--- src/design/uart_pkg.sv ---
// constants, register layouts and types shared by the two-frame uart
package uart_pkg;
   // register byte offsets
   localparam int unsigned AXI_ADDR_W = 8;
   localparam logic [7:0]  OFF_MODE_A = 8'h00;
   localparam logic [7:0]  OFF_MODE_B = 8'h04;
   localparam logic [7:0]  OFF_BAUD   = 8'h08;
   localparam logic [7:0]  OFF_TX     = 8'h0C;
   localparam logic [7:0]  OFF_RX     = 8'h10;
   localparam logic [7:0]  OFF_STATUS = 8'h14;
   // axi responses
   localparam logic [1:0]  RESP_OKAY   = 2'b00;
   localparam logic [1:0]  RESP_SLVERR = 2'b10;
   // bit timing: 16 serial clocks per bit, mid start bit after 8
   localparam int unsigned BAUD_W       = 16;
   localparam logic [15:0] BAUD_DIV_RST = 16'h0082;
   localparam logic [3:0]  SUB_LAST     = 4'hF;
   localparam logic [3:0]  MID_LAST     = 4'h7;
   localparam int unsigned FRAME_MAX    = 12;
   // interrupt shaping in system clocks: rise after 2, high for 2
   localparam int unsigned IRQ_DELAY = 2;
   localparam int unsigned IRQ_HIGH  = 2;
   localparam int unsigned IRQ_PIPE  = IRQ_DELAY + IRQ_HIGH - 1;
   // parity encodings {high, low}
   localparam logic [1:0] PAR_ZERO = 2'b01;
   localparam logic [1:0] PAR_ODD  = 2'b10;
   localparam logic [1:0] PAR_EVEN = 2'b11;

   typedef struct packed {
      logic receive_enable_bit;
      logic stop_length_select;
      logic parity_mode_bit_high;
      logic parity_mode_bit_low;
      logic char_width_select;
   } mode_a_t;

   typedef struct packed {
      logic two_frame_select;
      logic extension_bit_enable;
      logic clocked_operation_select;
   } mode_b_t;

   typedef struct packed {
      logic overrun;
      logic framing_err;
      logic parity_err;
      logic rx_full;
      logic rx_busy;
      logic tx_busy;
   } status_t;

   localparam mode_a_t MODE_A_RST = 5'h00;
   localparam mode_b_t MODE_B_RST = 3'h0;

   typedef enum logic {TX_IDLE = 1'b0, TX_SHIFT = 1'b1} tx_state_t;
   typedef enum logic [1:0] {
      RX_IDLE   = 2'b00,
      RX_VERIFY = 2'b01,
      RX_DATA   = 2'b10
   } rx_state_t;
endpackage

--- src/design/baud_tick_gen.sv ---
// serial clock generator: one tick every divisor system clocks
`timescale 1ns/1ps
module baud_tick_gen #(
   parameter int unsigned W = 16
) (
   // clock and reset
   input  wire logic         aclk,
   input  wire logic         aresetn,
   // divisor and tick
   input  wire logic [W-1:0] divisor,
   output logic              tick
);
   logic [W-1:0] count;

   // a zero divisor behaves as one so the tick never stops
   always_ff @(posedge aclk) begin
      if (!aresetn) begin
         count <= '0;
         tick  <= 1'b0;
      end else if (divisor == '0 || count >= divisor - W'(1)) begin
         count <= '0;
         tick  <= 1'b1;
      end else begin
         count <= count + W'(1);
         tick  <= 1'b0;
      end
   end
endmodule // baud_tick_gen

--- src/design/uart_two_frame_serial.sv ---
// two-frame uart core with an axi4-lite register slave
`timescale 1ns/1ps
// Contract
// - frame is start, chars, parity, stops
// - characters travel least significant bit first
// - width bit picks seven or eight characters
// - stop select gives one or two stops
// - extension adds ninth bit, eight bits, no parity; ignored here in two-frame mode
// - transmit write starts frame at next shift
// - transmitter adds start, parity, stop bits
// - done interrupt with last stop bit output
// - line stays high idle until next write
// - reset never raises the done interrupt
// - writes during transfer are ignored
// - interrupt rises two clocks, falls two later
// - late data gets one high idle bit
// - enable waits start; disable holds, keeps buffer
// - receive done per one or two frames
// - async start confirmed eight clocks after edge
// - high re-sample rejects edge, stops counter
// - clocked mode takes low sample as start
// - stuck low finishes character, no restart
// - receive done also raised on errors
// - receiver checks exactly one stop bit
module uart_two_frame_serial
   import uart_pkg::*;
#(
   parameter logic [BAUD_W-1:0] BAUD_DIV_DEFAULT = BAUD_DIV_RST
) (
   // clock and reset
   input  wire logic                  aclk,
   input  wire logic                  aresetn,
   // axi4-lite write
   input  wire logic [AXI_ADDR_W-1:0] awaddr,
   input  wire logic                  awvalid,
   output logic                       awready,
   input  wire logic [31:0]           wdata,
   input  wire logic [3:0]            wstrb,
   input  wire logic                  wvalid,
   output logic                       wready,
   output logic [1:0]                 bresp,
   output logic                       bvalid,
   input  wire logic                  bready,
   // axi4-lite read
   input  wire logic [AXI_ADDR_W-1:0] araddr,
   input  wire logic                  arvalid,
   output logic                       arready,
   output logic [31:0]                rdata,
   output logic [1:0]                 rresp,
   output logic                       rvalid,
   input  wire logic                  rready,
   // serial line and interrupts
   input  wire logic                  serial_in_pin,
   output logic                       serial_out_pin,
   output logic                       tx_done_irq,
   output logic                       rx_done_irq
);
   mode_a_t               mode_a;
   mode_b_t               mode_b;
   logic [BAUD_W-1:0]     baud_div;
   logic [AXI_ADDR_W-1:0] aw_addr;
   logic [31:0]           w_data;
   logic [3:0]            w_strb;
   logic                  wr_fire;
   logic                  rd_fire;
   logic [31:0]           next_rdata;
   logic                  next_rd_err;
   logic                  wr_err;
   logic                  sample_tick;
   status_t               status;
   logic                  st_full;
   logic                  st_perr;
   logic                  st_ferr;
   logic                  st_ovr;
   // transmit side
   tx_state_t             tx_state;
   logic [FRAME_MAX-1:0]  tx_shift;
   logic [3:0]            tx_left;
   logic [3:0]            tx_sub;
   logic                  tx_tick;
   logic                  tx_second;
   logic                  tx_pending;
   logic                  tx_recent;
   logic                  tx_busy;
   logic                  tx_evt;
   logic [15:0]           tx_data;
   logic                  tx_wr_req;
   logic [8:0]            load_data;
   logic                  ext_eff;
   logic [FRAME_MAX-1:0]  next_frame;
   logic [3:0]            next_len;
   logic [IRQ_PIPE-1:0]   tx_pipe;
   // receive side
   rx_state_t             rx_state;
   logic                  rx_meta;
   logic                  rx_sync;
   logic                  rx_prev;
   logic                  rx_armed;
   logic [3:0]            rx_cnt;
   logic [3:0]            rx_idx;
   logic [3:0]            rx_last;
   logic [9:0]            rx_word;
   logic [8:0]            rx_char;
   logic                  rx_second;
   logic [15:0]           rx_buf;
   logic                  rx_done_frame;
   logic                  rx_perr;
   logic                  rx_ferr;
   logic                  rx_complete;
   logic                  rx_evt;
   logic [IRQ_PIPE-1:0]   rx_pipe;

   function automatic logic parity_on(input mode_a_t a);
      return a.parity_mode_bit_high | a.parity_mode_bit_low;
   endfunction

   function automatic logic [3:0] char_bits(input mode_a_t a, input logic ext);
      if (!a.char_width_select)
         return 4'h7;
      else if (ext && !parity_on(a))
         return 4'h9;
      else
         return 4'h8;
   endfunction

   function automatic logic [3:0] frame_len(input mode_a_t a, input logic ext);
      return 4'h2 + char_bits(a, ext) + {3'h0, parity_on(a)} + {3'h0, a.stop_length_select};
   endfunction

   // start bit, lsb-first characters, parity, then stops as idle ones
   function automatic logic [FRAME_MAX-1:0] build_frame(input logic [8:0] d,
                                                         input mode_a_t a,
                                                         input logic ext);
      logic [FRAME_MAX-1:0] f;
      logic [3:0]           w;
      logic                 ones;
      f    = '1;
      w    = char_bits(a, ext);
      ones = 1'b0;
      f[0] = 1'b0;
      for (int i = 0; i < 9; i++) begin
         if (4'(i) < w) begin
            f[i+1] = d[i];
            ones   = ones ^ d[i];
         end
      end
      if (parity_on(a)) begin
         case ({a.parity_mode_bit_high, a.parity_mode_bit_low})
            PAR_EVEN: f[w+1] = ones;
            PAR_ODD:  f[w+1] = ~ones;
            default:  f[w+1] = 1'b0;
         endcase
      end
      return f;
   endfunction

   baud_tick_gen #(.W(BAUD_W)) u_baud (
      .aclk    (aclk),
      .aresetn (aresetn),
      .divisor (baud_div),
      .tick    (sample_tick)
   );

   // write channel: address and data held until both are in
   assign wr_fire   = !awready && !wready && !bvalid;
   assign tx_wr_req = wr_fire && aw_addr == OFF_TX && w_strb[0];
   assign wr_err    = !(aw_addr == OFF_MODE_A || aw_addr == OFF_MODE_B ||
                        aw_addr == OFF_BAUD || aw_addr == OFF_TX);

   always_ff @(posedge aclk) begin
      if (!aresetn) begin
         awready <= 1'b1;
         wready  <= 1'b1;
         bvalid  <= 1'b0;
         bresp   <= RESP_OKAY;
         aw_addr <= '0;
         w_data  <= '0;
         w_strb  <= '0;
      end else begin
         if (awvalid && awready) begin
            awready <= 1'b0;
            aw_addr <= awaddr;
         end
         if (wvalid && wready) begin
            wready <= 1'b0;
            w_data <= wdata;
            w_strb <= wstrb;
         end
         if (wr_fire) begin
            awready <= 1'b1;
            wready  <= 1'b1;
            bvalid  <= 1'b1;
            bresp   <= wr_err ? RESP_SLVERR : RESP_OKAY;
         end else if (bvalid && bready) begin
            bvalid <= 1'b0;
         end
      end
   end

   always_ff @(posedge aclk) begin
      if (!aresetn) begin
         mode_a   <= MODE_A_RST;
         mode_b   <= MODE_B_RST;
         baud_div <= BAUD_DIV_DEFAULT;
      end else if (wr_fire) begin
         if (aw_addr == OFF_MODE_A && w_strb[0])
            mode_a <= w_data[4:0];
         if (aw_addr == OFF_MODE_B && w_strb[0])
            mode_b <= w_data[2:0];
         if (aw_addr == OFF_BAUD && w_strb[0])
            baud_div[7:0] <= w_data[7:0];
         if (aw_addr == OFF_BAUD && w_strb[1])
            baud_div[15:8] <= w_data[15:8];
      end
   end

   // read channel
   assign rd_fire = arvalid && arready;
   assign status  = '{overrun: st_ovr, framing_err: st_ferr,
                      parity_err: st_perr, rx_full: st_full,
                      rx_busy: rx_state != RX_IDLE, tx_busy: tx_busy};

   always_comb begin
      next_rdata  = '0;
      next_rd_err = 1'b0;
      case (araddr)
         OFF_MODE_A: next_rdata = {27'h000_0000, mode_a};
         OFF_MODE_B: next_rdata = {29'h0000_0000, mode_b};
         OFF_BAUD:   next_rdata = {16'h0000, baud_div};
         OFF_TX:     next_rdata = '0;
         OFF_RX:     next_rdata = {16'h0000, rx_buf};
         OFF_STATUS: next_rdata = {26'h000_0000, status};
         default:    next_rd_err = 1'b1;
      endcase
   end

   always_ff @(posedge aclk) begin
      if (!aresetn) begin
         arready <= 1'b1;
         rvalid  <= 1'b0;
         rdata   <= '0;
         rresp   <= RESP_OKAY;
      end else if (rd_fire) begin
         arready <= 1'b0;
         rvalid  <= 1'b1;
         rdata   <= next_rdata;
         rresp   <= next_rd_err ? RESP_SLVERR : RESP_OKAY;
      end else if (rvalid && rready) begin
         rvalid  <= 1'b0;
         arready <= 1'b1;
      end
   end

   // transmit: frame chosen from the live mode bits at each load
   assign tx_tick    = sample_tick && tx_sub == SUB_LAST;
   assign ext_eff    = mode_b.extension_bit_enable && !mode_b.two_frame_select;
   assign load_data  = tx_second ? {1'b0, tx_data[15:8]} :
                       (mode_b.two_frame_select ? {1'b0, tx_data[7:0]} : tx_data[8:0]);
   assign next_frame = build_frame(load_data, mode_a, ext_eff);
   assign next_len   = frame_len(mode_a, ext_eff);

   always_ff @(posedge aclk) begin
      if (!aresetn)
         tx_sub <= '0;
      else if (sample_tick)
         tx_sub <= tx_sub + 4'h1;
   end

   // write taken only once the previous done pulse has fallen
   always_ff @(posedge aclk) begin
      if (!aresetn) begin
         tx_busy <= 1'b0;
         tx_data <= '0;
      end else if (tx_wr_req && !tx_busy) begin
         tx_busy <= 1'b1;
         tx_data <= w_strb[1] ? w_data[15:0] : {8'h00, w_data[7:0]};
      end else if (tx_pipe[IRQ_PIPE-1]) begin
         tx_busy <= 1'b0;
      end
   end

   always_ff @(posedge aclk) begin
      if (!aresetn) begin
         tx_state       <= TX_IDLE;
         tx_shift       <= '1;
         tx_left        <= '0;
         tx_second      <= 1'b0;
         tx_pending     <= 1'b0;
         tx_recent      <= 1'b0;
         tx_evt         <= 1'b0;
         serial_out_pin <= 1'b1;
      end else begin
         tx_evt <= 1'b0;
         if (tx_wr_req && !tx_busy)
            tx_pending <= 1'b1;
         if (tx_tick) begin
            if (tx_state == TX_SHIFT && tx_left != '0) begin
               tx_shift       <= {1'b1, tx_shift[FRAME_MAX-1:1]};
               serial_out_pin <= tx_shift[1];
               tx_left        <= tx_left - 4'h1;
               tx_evt         <= tx_left == 4'h1 && !tx_second;
            end else if ((tx_state == TX_SHIFT && tx_second) ||
                         (tx_pending && !(tx_state == TX_IDLE && tx_recent))) begin
               tx_state       <= TX_SHIFT;
               tx_shift       <= next_frame;
               serial_out_pin <= next_frame[0];
               tx_left        <= next_len - 4'h1;
               tx_second      <= !tx_second && mode_b.two_frame_select;
               tx_recent      <= 1'b0;
               if (!tx_second)
                  tx_pending <= 1'b0;
            end else begin
               // late data costs one whole high bit after the last stop
               tx_recent      <= tx_state == TX_SHIFT;
               tx_state       <= TX_IDLE;
               serial_out_pin <= 1'b1;
            end
         end
      end
   end

   always_ff @(posedge aclk) begin
      if (!aresetn) begin
         tx_pipe     <= '0;
         tx_done_irq <= 1'b0;
      end else begin
         tx_pipe     <= {tx_pipe[IRQ_PIPE-2:0], tx_evt};
         tx_done_irq <= |tx_pipe[IRQ_DELAY-2 +: IRQ_HIGH];
      end
   end

   // receive: two-flop synchroniser, rx_meta read only by rx_sync
   always_ff @(posedge aclk) begin
      if (!aresetn) begin
         rx_meta <= 1'b1;
         rx_sync <= 1'b1;
         rx_prev <= 1'b1;
      end else begin
         rx_meta <= serial_in_pin;
         rx_sync <= rx_meta;
         rx_prev <= rx_sync;
      end
   end

   assign rx_last       = char_bits(mode_a, ext_eff) + {3'h0, parity_on(mode_a)};
   assign rx_done_frame = rx_state == RX_DATA && sample_tick && rx_cnt == SUB_LAST &&
                          rx_idx == rx_last && mode_a.receive_enable_bit;
   assign rx_ferr       = !rx_sync;
   assign rx_complete   = !mode_b.two_frame_select || rx_second;

   always_comb begin
      rx_char = '0;
      for (int i = 0; i < 9; i++) begin
         if (4'(i) < char_bits(mode_a, ext_eff))
            rx_char[i] = rx_word[i];
      end
      case ({mode_a.parity_mode_bit_high, mode_a.parity_mode_bit_low})
         PAR_EVEN: rx_perr = ^rx_char ^ rx_word[char_bits(mode_a, ext_eff)];
         PAR_ODD:  rx_perr = ~(^rx_char ^ rx_word[char_bits(mode_a, ext_eff)]);
         default:  rx_perr = 1'b0;
      endcase
   end

   always_ff @(posedge aclk) begin
      if (!aresetn) begin
         rx_state  <= RX_IDLE;
         rx_cnt    <= '0;
         rx_idx    <= '0;
         rx_word   <= '0;
         rx_armed  <= 1'b0;
         rx_second <= 1'b0;
         rx_evt    <= 1'b0;
      end else begin
         rx_evt <= 1'b0;
         if (rx_sync)
            rx_armed <= 1'b1;
         if (!mode_a.receive_enable_bit) begin
            rx_state  <= RX_IDLE;
            rx_cnt    <= '0;
            rx_second <= 1'b0;
         end else begin
            case (rx_state)
               RX_IDLE: begin
                  rx_cnt <= '0;
                  rx_idx <= '0;
                  if (rx_armed && !mode_b.clocked_operation_select && rx_prev && !rx_sync)
                     rx_state <= RX_VERIFY;
                  else if (rx_armed && mode_b.clocked_operation_select && sample_tick && !rx_sync) begin
                     rx_state <= RX_DATA;
                     rx_armed <= 1'b0;
                  end
               end
               RX_VERIFY: begin
                  if (sample_tick && rx_cnt == MID_LAST) begin
                     rx_cnt   <= '0;
                     rx_state <= rx_sync ? RX_IDLE : RX_DATA;
                     rx_armed <= rx_sync;
                  end else if (sample_tick)
                     rx_cnt <= rx_cnt + 4'h1;
               end
               RX_DATA: begin
                  if (sample_tick)
                     rx_cnt <= rx_cnt + 4'h1;
                  if (rx_done_frame) begin
                     rx_state  <= RX_IDLE;
                     rx_second <= mode_b.two_frame_select && !rx_second;
                     rx_evt    <= rx_complete || rx_perr || rx_ferr;
                  end else if (sample_tick && rx_cnt == SUB_LAST) begin
                     rx_word[rx_idx] <= rx_sync;
                     rx_idx          <= rx_idx + 4'h1;
                  end
               end
               default: rx_state <= RX_IDLE;
            endcase
         end
      end
   end

   // buffer survives disable; error flags: set wins over read clear
   always_ff @(posedge aclk) begin
      if (!aresetn) begin
         rx_buf  <= '0;
         st_full <= 1'b0;
         st_perr <= 1'b0;
         st_ferr <= 1'b0;
         st_ovr  <= 1'b0;
      end else begin
         if (rd_fire && araddr == OFF_RX)
            st_full <= 1'b0;
         if (rd_fire && araddr == OFF_STATUS) begin
            st_perr <= 1'b0;
            st_ferr <= 1'b0;
            st_ovr  <= 1'b0;
         end
         if (rx_done_frame) begin
            rx_buf <= mode_b.two_frame_select ? {rx_buf[7:0], rx_char[7:0]} :
                                                {7'h00, rx_char};
            if (rx_perr)
               st_perr <= 1'b1;
            if (rx_ferr)
               st_ferr <= 1'b1;
            if (rx_complete && st_full)
               st_ovr <= 1'b1;
            if (rx_complete)
               st_full <= 1'b1;
         end
      end
   end

   always_ff @(posedge aclk) begin
      if (!aresetn) begin
         rx_pipe     <= '0;
         rx_done_irq <= 1'b0;
      end else begin
         rx_pipe     <= {rx_pipe[IRQ_PIPE-2:0], rx_evt};
         rx_done_irq <= |rx_pipe[IRQ_DELAY-2 +: IRQ_HIGH];
      end
   end
endmodule // uart_two_frame_serial

--- config.mk ---
export PLATFORM = sky130hd
export DESIGN_NAME = uart_two_frame_serial
export DESIGN_NICKNAME = d
export VERILOG_FILES = /design/src/design/uart_pkg.sv /design/src/design/baud_tick_gen.sv /design/src/design/uart_two_frame_serial.sv
export SDC_FILE = /design/constraint.sdc
export NUM_CORES = 1
export LEC_CHECK = 0
export ABC_AREA = 1
export BUFFER_PORTS_ARGS = -buffer_cell sky130_fd_sc_hd__buf_2
export CAP_MARGIN = 40
export CORE_MARGIN = 8
export CORE_UTILIZATION = 54
export CTS_CLUSTER_SIZE = 24
export DETAILED_ROUTE_END_ITERATION = 10
export PLACE_DENSITY = 0.83
export SLEW_MARGIN = 15
export SYNTH_ARGS = -nofsm -noshare
export SYNTH_HDL_FRONTEND = slang
export SYNTH_SLANG_ARGS = --single-unit
--- constraint.sdc ---
create_clock -name aclk -period 5.35 [get_ports aclk]
set_input_delay 1.07 -clock aclk [delete_from_list [all_inputs] [get_ports aclk]]
set_output_delay 1.07 -clock aclk [all_outputs]
set_load 0.02 [all_outputs]
-- After elaboration in Yosys (flattened, before gate mapping)
Cells that the tools add are included.
- register bits after elaboration: 204
- bits in latches: 0
- RAM bits: 0
- ROM bits: 0
- output and inout port bits: 44
- logic and storage cells: 318
- memories: 0
- add/subtract/negate cells: 12
- multipliers: 0
- div/mod/pow operators: 0
- order comparisons: 16
- equality and inequality tests: 22
- shift operators: 0
- mux-type cells: 104
- bitwise operators: 19
- reduce and logical (&&, ||, !) cells: 92
- operator list (cell ; count):
    $pmux W16 S5 ; 1
    $mux W1 ; 67
    $logic_and A1 B1 Y1 ; 41
    $mux W12 ; 3
    $mux W4 ; 9
    $eq A8 B4 Y1 const B ; 4
    $mux W16 ; 2
    $bwmux W12 ; 2
    $pmux W12 S2 ; 1
    $mux W9 ; 2
    $add A16 B1 Y16 const B ; 1
    $eq A8 B3 Y1 const B ; 2
    $eq A8 B5 Y1 const B ; 2
    $ge A16 B16 Y1 ; 1
    $logic_not A16 Y1 ; 1
    $logic_not A8 Y1 ; 2
    $lt A3 B4 Y1 const A ; 4
    $reduce_and A2 Y1 ; 8
    $sub A16 B1 Y16 const B ; 1
    $lt A4 B5 Y1 const B ; 3
    $mux W2 ; 7
    $add A4 B1 Y4 ; 3
    $add A4 B1 Y4 const B ; 3
    $and A12 B12 Y12 ; 1
    other kinds (40) ; 94

-- Longest topological paths before layout
Gate-level depths: netlist (run 1).
- depth in word-level cells: 29
- depth in mapped cells: 21
- depth with buffers taken out: 19

-- Cells and area by module
A second synthesis (run 1) with hierarchy kept.
- cell total of the unflattened synthesis: 1295
- area, all modules: 9360.2 sq um
- by module, submodules not included (module ; times used ; cells an instance ; area an instance (sq um) ; seq. area each (sq um)):
    uart_two_frame_serial ; 1 ; 1067 ; 7807.5 ; 3363.2
    baud_tick_gen ; 1 ; 228 ; 1552.7 ; 340.3

-- Least setup slack after synthesis (run 1)
Ideal clock, no wire load.
- path kind: reg-to-reg
- start point: reg baud_div[0]
- end point: reg u_baud.count[10]
- setup time: 0.064 ns
- arrival: 2.922 ns
- required time: 5.286 ns
- setup slack: 2.364 ns
- cell stages (with the launch flop): 21
- buffers on the path: 2
- period minus slack after synthesis: 2.986 ns
- cells stage by stage: dfxtp_1 -> inv_1 -> ha_1 -> nand3_1 -> nor2_1 -> nand3_1 -> nor3_1 -> nand3_1 -> xor2_1 -> inv_1 -> ha_1 -> nand2_1 -> inv_1 -> nand3_1 -> inv_1 -> a21oi_1 -> nand4_1 -> or2_2 -> clkbuf_1 -> buf_2 -> nor2_1
- cells in the longest elaborated chain, start to end: 4
- elaborated cells on any way between the ends: 5
- ends and longest elaborated chain (element ; line ; source):
    start, declared ; uart_two_frame_serial.sv:60 ; logic [BAUD_W-1:0] baud_div;
    start signal, assigned ; uart_two_frame_serial.sv:211 ; baud_div[7:0] <= w_data[7:0];
    $sub A16 B1 Y16 ; baud_tick_gen.sv:20 ; end else if (divisor == '0 || count >= divisor - W'(1)) begin
    $ge A16 B16 Y1 ; baud_tick_gen.sv:20 ;
    $logic_or A1 B1 Y1 (*) ; baud_tick_gen.sv:20 ;
    $reduce_or A2 Y1 (no line) (*) ; n/a ;
    end signal, assigned ; baud_tick_gen.sv:24 ; count <= count + W'(1);
    end, declared ; baud_tick_gen.sv:13 ; logic [W-1:0] count;
Every way passes the cells marked *; elsewhere a longest branch is shown, timed or not.
A chain may end at the register's enable or synchronous reset.

-- Worst setup path after layout (run 1)
- start point: reg baud_div[0]
- end point: reg u_baud.count[0]
The elaborated chain is that of the path after synthesis.

==> metrics.txt, run 1 <==
Sw Share about a quarter; Max Cap Viol 0; Sinks on Clock Net around 190; VDD IR max 0.236 mV; Yosys top cell by area dfxtp_1; Iteration-0 DRC Markers 572; Crit Path Class reg2reg; first drt pass iteration count 5; die area about 21000 µm²; Yosys reg bits between 150 and 200; clk_skew 10.3 ps; Clock Pin Slew Worst Setup and Hold Paths 70 ps; FFs w/ async S/R, synth 0%; Critical Path Slowest Stage Cell or2_2; Area Growth Syn to Fin 11.3%; setup violators final 0; Synth area leaders dfxtp_1, nand2_1, a21oi_1, o21ai_0, inv_1; FF-to-FF path depth 18; CP max stage delay 450 ps; leakage 4.16 nW; CTS Hold Bufs 0; largest net degree at the start of global routing 74; Reg area 3700 µm²; Reg-to-Reg End u_baud.count[0]; fin crit period 3310 ps; EDFF count, synth 0; remaining antenna violation count 0; Slew headroom 40.6%; area of the multi-input gates between 4000 and 5000 µm²; Critical Path Stages 18; layout cell share with drive strength beyond 1 11.7%; setup_tns 0 ps; Buf/Inv on CP 4; Core ar. 16500 µm²; crit path capture u_baud.count[0]; Pint 0.00223 W; worst hold slack 413 ps; pwr dens around 290 nW/µm²; # placed instances 1443; H-tree Lvls 4; drt total wl around 22000 µm; status complete, no violations; I/O Buffers 67; part of the power in registers 48.8%; register area share after synthesis 41.1%; Worst setup startpoint baud_div[0]; GRT overflow 0; initial antenna violation count 0; clock share of power 46.0%; crit path max fanout 16; WL per Instance 14.8 µm; Synth top area share between 40% and 50%; io pins 104; post-synthesis cell area 9000 µm²; top_reg_cell synth dfxtp_1; crit end category register; Post-CTS Resized 0; final hold vios 0; period utilisation layout between 60% and 70%; required time worst endpoint ~5700 ps; Final Non-Filler Cells roughly 1.5k; Post-Synthesis Cells approximately 1.2k; Inserted Clock Buffers 17; FP Rows 47; clk buf depth 2; fmax roughly 0.30 GHz; Initial Util 54.7%; global-route wire length before repair 36300 µm; Util after Layout 60.8%; Max Slew Vio Count 0; reg2reg setup slack 2040 ps; # DRC 0; post-CTS setup buffers 0; vias in the first global route 7587; TritonCTS clock tree done; Vias 7963; Ys Warns 0; Die H about 150 µm; Syn Area/Cell between 7 and 8 µm²; # diodes 0; Comb power frac between 5 and 6%; Psw 0.000695 W; Fill cells 1501; GRT Overall Usage 20.6%; Arrival @ worst endpoint 3680 ps; vias per inst about 5.4; library cells used by synthesis between 50 and 60; DP HPWL 15500 µm; RSZ-0062 raised after global routing false; clock root cell clkbuf_16; CP Cell Sequence inv_1, ha_1, nand3_1, nor2_1, nand3_1, nor3_1, nand3_1, xor2_1, inv_1, ha_1, nand2_1, inv_1, nand3_1, inv_1, a21oi_1, nand4_1, or2_2, nor2_1; CP top delay family simple AND/OR/NAND/NOR gates; GPL Wtd Cong 0.866; CP startpoint kind register; worst-margin pin slew 882 ps; Worst Hold Class reg2reg; Final Power between 0.002 and 0.003 W; Post-layout nets 1337; Worst R2R Start baud_div[0]; clk_lat worst skew 440 ps; Die W ~150 µm
[per-stage QoR]
step / setup WS (ps) / area (µm²)
after CTS: 2050 / 10000
after floorplan: 2360 / 9070
after global placement: 2160 / 9350
after detailed placement: 2090 / 9390
final: 2040 / 10000
after global routing: 1740 / 10000
[cell families (layout without fill, tap and decap cells)]
family	Yosys count	after routing	share of synthesized area [%]
and+or+nand+nor	442	442	22.1
buffers and inverters	206	245	9.77
AOI/OAI and AO/OA	285	285	17.7
other	1	18	0.0416
adders and majority gates	35	35	4.95
xor gates and xnor gates	45	45	4.38
DFF	185	185	41.1
[layout by cell type (no fill, tap or decap), drive strengths merged]
master   netlist  layout
a211oi        18      18
a21o           1       1
a21oi        122     122
a221oi         4       4
a22o           2       2
a311oi         1       1
a31o           1       1
a31oi          9       9
a32oi          1       1
buf           35      71
bufinv         0       3
clkbuf        29      20
clkinv         3       8
conb           1      18
dfxtp        185     185
fa             1       1
ha            34      34
inv          139     143
nand2        221     221
nand3         34      34
nand3b         3       3
nand4         12      12
nor2         127     127
nor3          25      25
nor3b          4       4
nor4           7       7
o2111ai        2       2
o211ai         4       4
o21a           3       3
o21ai        110     110
o21bai         1       1
o221ai         3       3
o22ai          3       3
or2            8       8
or3            1       1
xnor2         10      10
xor2          35      35
[synthesized netlist by cell type (4+ instances only)]
master,number
a211oi_1,17
or2_2,6
dfxtp_1,185
a21oi_1,120
nand4_1,11
nor2_1,116
nor4_1,5
nor2_2,6
ha_1,34
o211ai_1,4
nand3_1,32
xnor2_1,10
nor2_4,4
clkbuf_1,29
nor3_1,21
inv_2,8
xor2_1,35
inv_1,131
buf_4,24
nand2_1,220
o21ai_0,106
buf_2,7
nor3_2,4
a31oi_1,9
[power groups by stage]
| stage | combinational, W | sequential [W] | clock, W |
|---|---|---|---|
| after floorplan | 0.000110 | 0.00146 | 0 |
| after global placement | 0.000145 | 0.00146 | 0 |
| after detailed placement | 0.000151 | 0.00146 | 0 |
| after CTS | 0.000153 | 0.00143 | 0.00135 |
| after global routing | 0.000170 | 0.00143 | 0.00142 |
| final | 0.000153 | 0.00143 | 0.00134 |
[layer usage]
metal / vias up / global-route usage, % / wire length (µm)
met5: - / 0 / 0
met4: 0 / 7.70 / 586
met1: 3728 / 24.5 / 9390
li1: 3990 / - / -
met2: 202 / 35.3 / 10600
met3: 43 / 5.16 / 1270
[flip-flops by register name (all words and copies together) (netlist names), 5 cells and up]
signal / cells
rx_buf: 16
u_baud.count: 16
aw_addr: 8
w_data: 16
baud_div: 16
tx_data: 16
tx_shift: 11
rx_word: 10
mode_a: 5
rdata: 16
[worst min path at each step]
stage                     slack (ps)  startpoint          to  cells past startpoint
after floorplan                  390      rx_evt  rx_pipe[0]                      2
after global placement           390      tx_evt  tx_pipe[0]                      2
after detailed placement         400      tx_evt  tx_pipe[0]                      2
after CTS                        420      tx_evt  tx_pipe[0]                      2
after global routing             430     rx_meta     rx_sync                      1
final                            410     rx_meta     rx_sync                      1
[cell type report]
class	count	share of cell area [%]
repair buffers	71	3.92
flip-flops and latches	185	37.0
inverters	142	5.32
clock buffers	20	4.66
multi-input cells	825	44.8
well taps	220	2.75
clock inverters	12	1.61
[worst register-to-register path, delay by kind of cell (launching register included)]
family                     cells  cell delay (ps)
and+or+nand+nor               10             1850
buffers and inverters          4              310
AOI/OAI and AO/OA              1              130
xor gates and xnor gates       1              140
DFF                            1              300
adders and majority gates      2              500
No activity file was read; power rests on OpenSTA's default activity.
==> run 2: changes to the inputs <==
- CORE_UTILIZATION: 54 -> 53
- PLACE_DENSITY: 0.83 -> 0.84
- clock period: 5.35 -> 2.8 ns (I/O delays scaled with it)
==> metrics.txt, run 2 (synthesis results as in run 1) <==
status finished with violations (was complete, no violations); violated checks negative setup slack; Initial Util 54.3% (was 54.7%); Arrival @ worst endpoint 3250 ps (was 3680 ps); GRT Overall Usage 20.7% (was 20.6%); Max Slew Vio Count 0 (unchanged); RSZ-0062 raised after global routing true (was false); commonest cells after routing, fill and taps aside nand2_1, dfxtp_1, inv_1 (unchanged); pwr dens 526 nW/µm² (was 292 nW/µm²); period utilisation layout 103% (was 61.9%); required time worst endpoint 3170 ps (was 5720 ps); Psw 0.00134 W (was 0.000695 W); CP Cell Sequence inv_2, nand3_4, nor3_4, nand2_1, inv_1, nand4_1, nor3_2, nand3_1, xor2_1, inv_1, ha_4, a21oi_1, o21ai_1, a21oi_1, nand4_1, or2_4, nor2_2 (was inv_1, ha_1, nand3_1, nor2_1, nand3_1, nor3_1, nand3_1, xor2_1, inv_1, ha_1, nand2_1, inv_1, nand3_1, inv_1, a21oi_1, nand4_1, or2_2, nor2_1); CP max stage delay 330 ps (was 450 ps); TritonCTS clock tree done (unchanged); I/O Buffers 67 (unchanged); Clock Pin Slew Worst Setup and Hold Paths 70 ps (about the same); Vias 8034 (was 7963); Slew headroom 50.5% (was 40.6%); PnR worst setup slack -74.9 ps (was 2040 ps); Crit Path Class reg2reg (unchanged); Die H 146 µm (was 145 µm); Sinks on Clock Net 185 (unchanged); fin crit period 2870 ps (was 3310 ps); die area 21400 µm² (was 21100 µm²); VDD IR max 0.482 mV (was 0.236 mV); layout cell share with drive strength beyond 1 15.0% (was 11.7%); commonest non-fill, non-tap cell in the layout nand2_1 (unchanged); first drt pass iteration count 5 (unchanged); Die W 146 µm (was 145 µm); remaining antenna violation count 0 (unchanged); Area Growth Syn to Fin 13.6% (was 11.3%); DP Worst Slack -63.2 ps (was 2090 ps); io pins 104 (unchanged); vias per inst 5.36 (was 5.40); crit end category register (unchanged); Max Cap Viol 0 (unchanged); leakage 4.23 nW (was 4.16 nW); H-tree Lvls 4 (unchanged); clock root cell clkbuf_16 (unchanged); clock share of power 43.6% (was 46.0%); CP startpoint kind register (unchanged); crit path max fanout 8 (was 16); Worst Hold Class in2reg (was reg2reg); largest net degree at the start of global routing 85 (was 74); Pint 0.00404 W (was 0.00223 W); Reg-to-Reg End u_baud.count[6] (was u_baud.count[0]); Inserted Clock Buffers 17 (unchanged); Comb power frac 5.7% (was 5.2%); clk_skew 8.68 ps (was 10.3 ps); WL per Instance 15.0 µm (was 14.8 µm); Worst R2R Start baud_div[0] (unchanged); clk_lat worst skew 440 ps (about the same); FF-to-FF path depth 17 (was 18); Iteration-0 DRC Markers 617 (was 572); setup violators final 16 (was 0); Final Non-Filler Cells 1498 (was 1475); initial antenna violation count 0 (unchanged); Core ar. 16600 µm² (was 16500 µm²); hold path start serial_in_pin (was rx_meta); # diodes 0 (unchanged); drt total wl 22400 µm (was 21900 µm); reg2reg setup slack -70 ps (was 2040 ps); DP HPWL 15800 µm (was 15500 µm); # DRC 0 (unchanged); vias in the first global route 7715 (was 7587); worst hold endpoint rx_meta (was rx_sync); # placed instances 1461 (was 1443); Hold Path Depth 2 (was 1); part of the power in registers 50.7% (was 48.8%); Sw Share 25.0% (was 23.8%); worst-margin pin slew 737 ps (was 882 ps); Fill cells 1479 (was 1501); GRT overflow 0 (unchanged); fmax 0.348 GHz (was 0.302 GHz); final hold vios 0 (unchanged); clk buf depth 2 (unchanged); GPL Wtd Cong 0.869 (was 0.866); Post-layout nets 1360 (was 1337); global-route wire length before repair 36700 µm (was 36300 µm); FP Rows 47 (unchanged); Critical Path Slowest Stage Cell or2_4 (was or2_2)
[run 2: changes by cell type in the layout (fill, tap and decap cells not counted), moves of 4 or more]
cell | previous run | this run
inv_2 | 8 | 13
inv_1 | 131 | 126
nand3_1 | 32 | 28
nor2_1 | 116 | 108
buf_4 | 2 | 24
nor2_2 | 6 | 13
[run 2: area by class of cell]
cell class              instances  area [µm²]  area share, %
inverters                     142         533           5.21
flip-flops and latches        185        3700           36.2
multi-input cells             826        4600           44.9
repair buffers                 93         556           5.43
clock inverters                12         116           1.14
clock buffers                  20         447           4.37
well taps                     220         275           2.69
[run 2: how the worst max path moves through the flow]
stage,cells past startpoint,slack [ps],from,endpoint
finish,17,-70,baud_div[0],u_baud.count[6]
global route,17,-320,baud_div[0],u_baud.count[6]
CTS,19,0.4,baud_div[0],u_baud.count[6]
detailed placement,19,-60,baud_div[0],u_baud.count[15]
global placement,19,70,baud_div[0],u_baud.count[3]
floorplan,21,-4,baud_div[0],u_baud.count[6]
[run 2: per-stage QoR]
stage / hold WS [ps] / util (%) / setup TNS (ps) / instance area, µm² / power [W]
finish: 304 / 61.7 / -543 / 10200 / 0.00538
detailed placement: 401 / 57.5 / -831 / 9540 / 0.00309
global placement: 395 / 57.5 / 0 / 9540 / 0.00308
floorplan: 390 / - / -41.8 / 9100 / 0.00300
global route: 290 / 61.7 / -4910 / 10200 / 0.00556
CTS: 293 / 61.2 / 0 / 10200 / 0.00541
[run 2: per-layer routing]
layer | wire, µm | GRT usage (%) | vias to the layer above
li1 | - | - | 4017
met1 | 9620 | 24.3 | 3741
met2 | 11300 | 36.8 | 240
met3 | 1110 | 4.20 | 36
met4 | 375 | 6.90 | 0
met5 | 0 | 0 | -
[run 2: timing repair]
item,CTS,global route
hold buffers,0,0
gates resized for setup,6,18
setup buffers,2,2
setup endpoints to repair,16,17
endpoints found under the hold margin,0,0
pin swaps,6,10
gates cloned,1,0
[run 2: power by group through the flow]
| stage | Combinational, W | Clock, W | Sequential (W) |
|---|---|---|---|
| 5_1_grt | 0.000343 | 0.00249 | 0.00273 |
| 2_1_floorplan | 0.000214 | 0 | 0.00278 |
| 3_3_place_gp | 0.000293 | 0 | 0.00279 |
| 4_1_cts | 0.000305 | 0.00237 | 0.00273 |
| 3_5_place_dp | 0.000299 | 0 | 0.00279 |
| 6_report | 0.000308 | 0.00235 | 0.00273 |
[run 2: critical path, delay by kind of cell, from the launching register on]
family	cells	cell delay (ps)
buf+inv	3	260
xor+xnor	1	180
flops	1	310
simple gates	9	1420
fa+ha+maj	1	250
compound gates	3	390
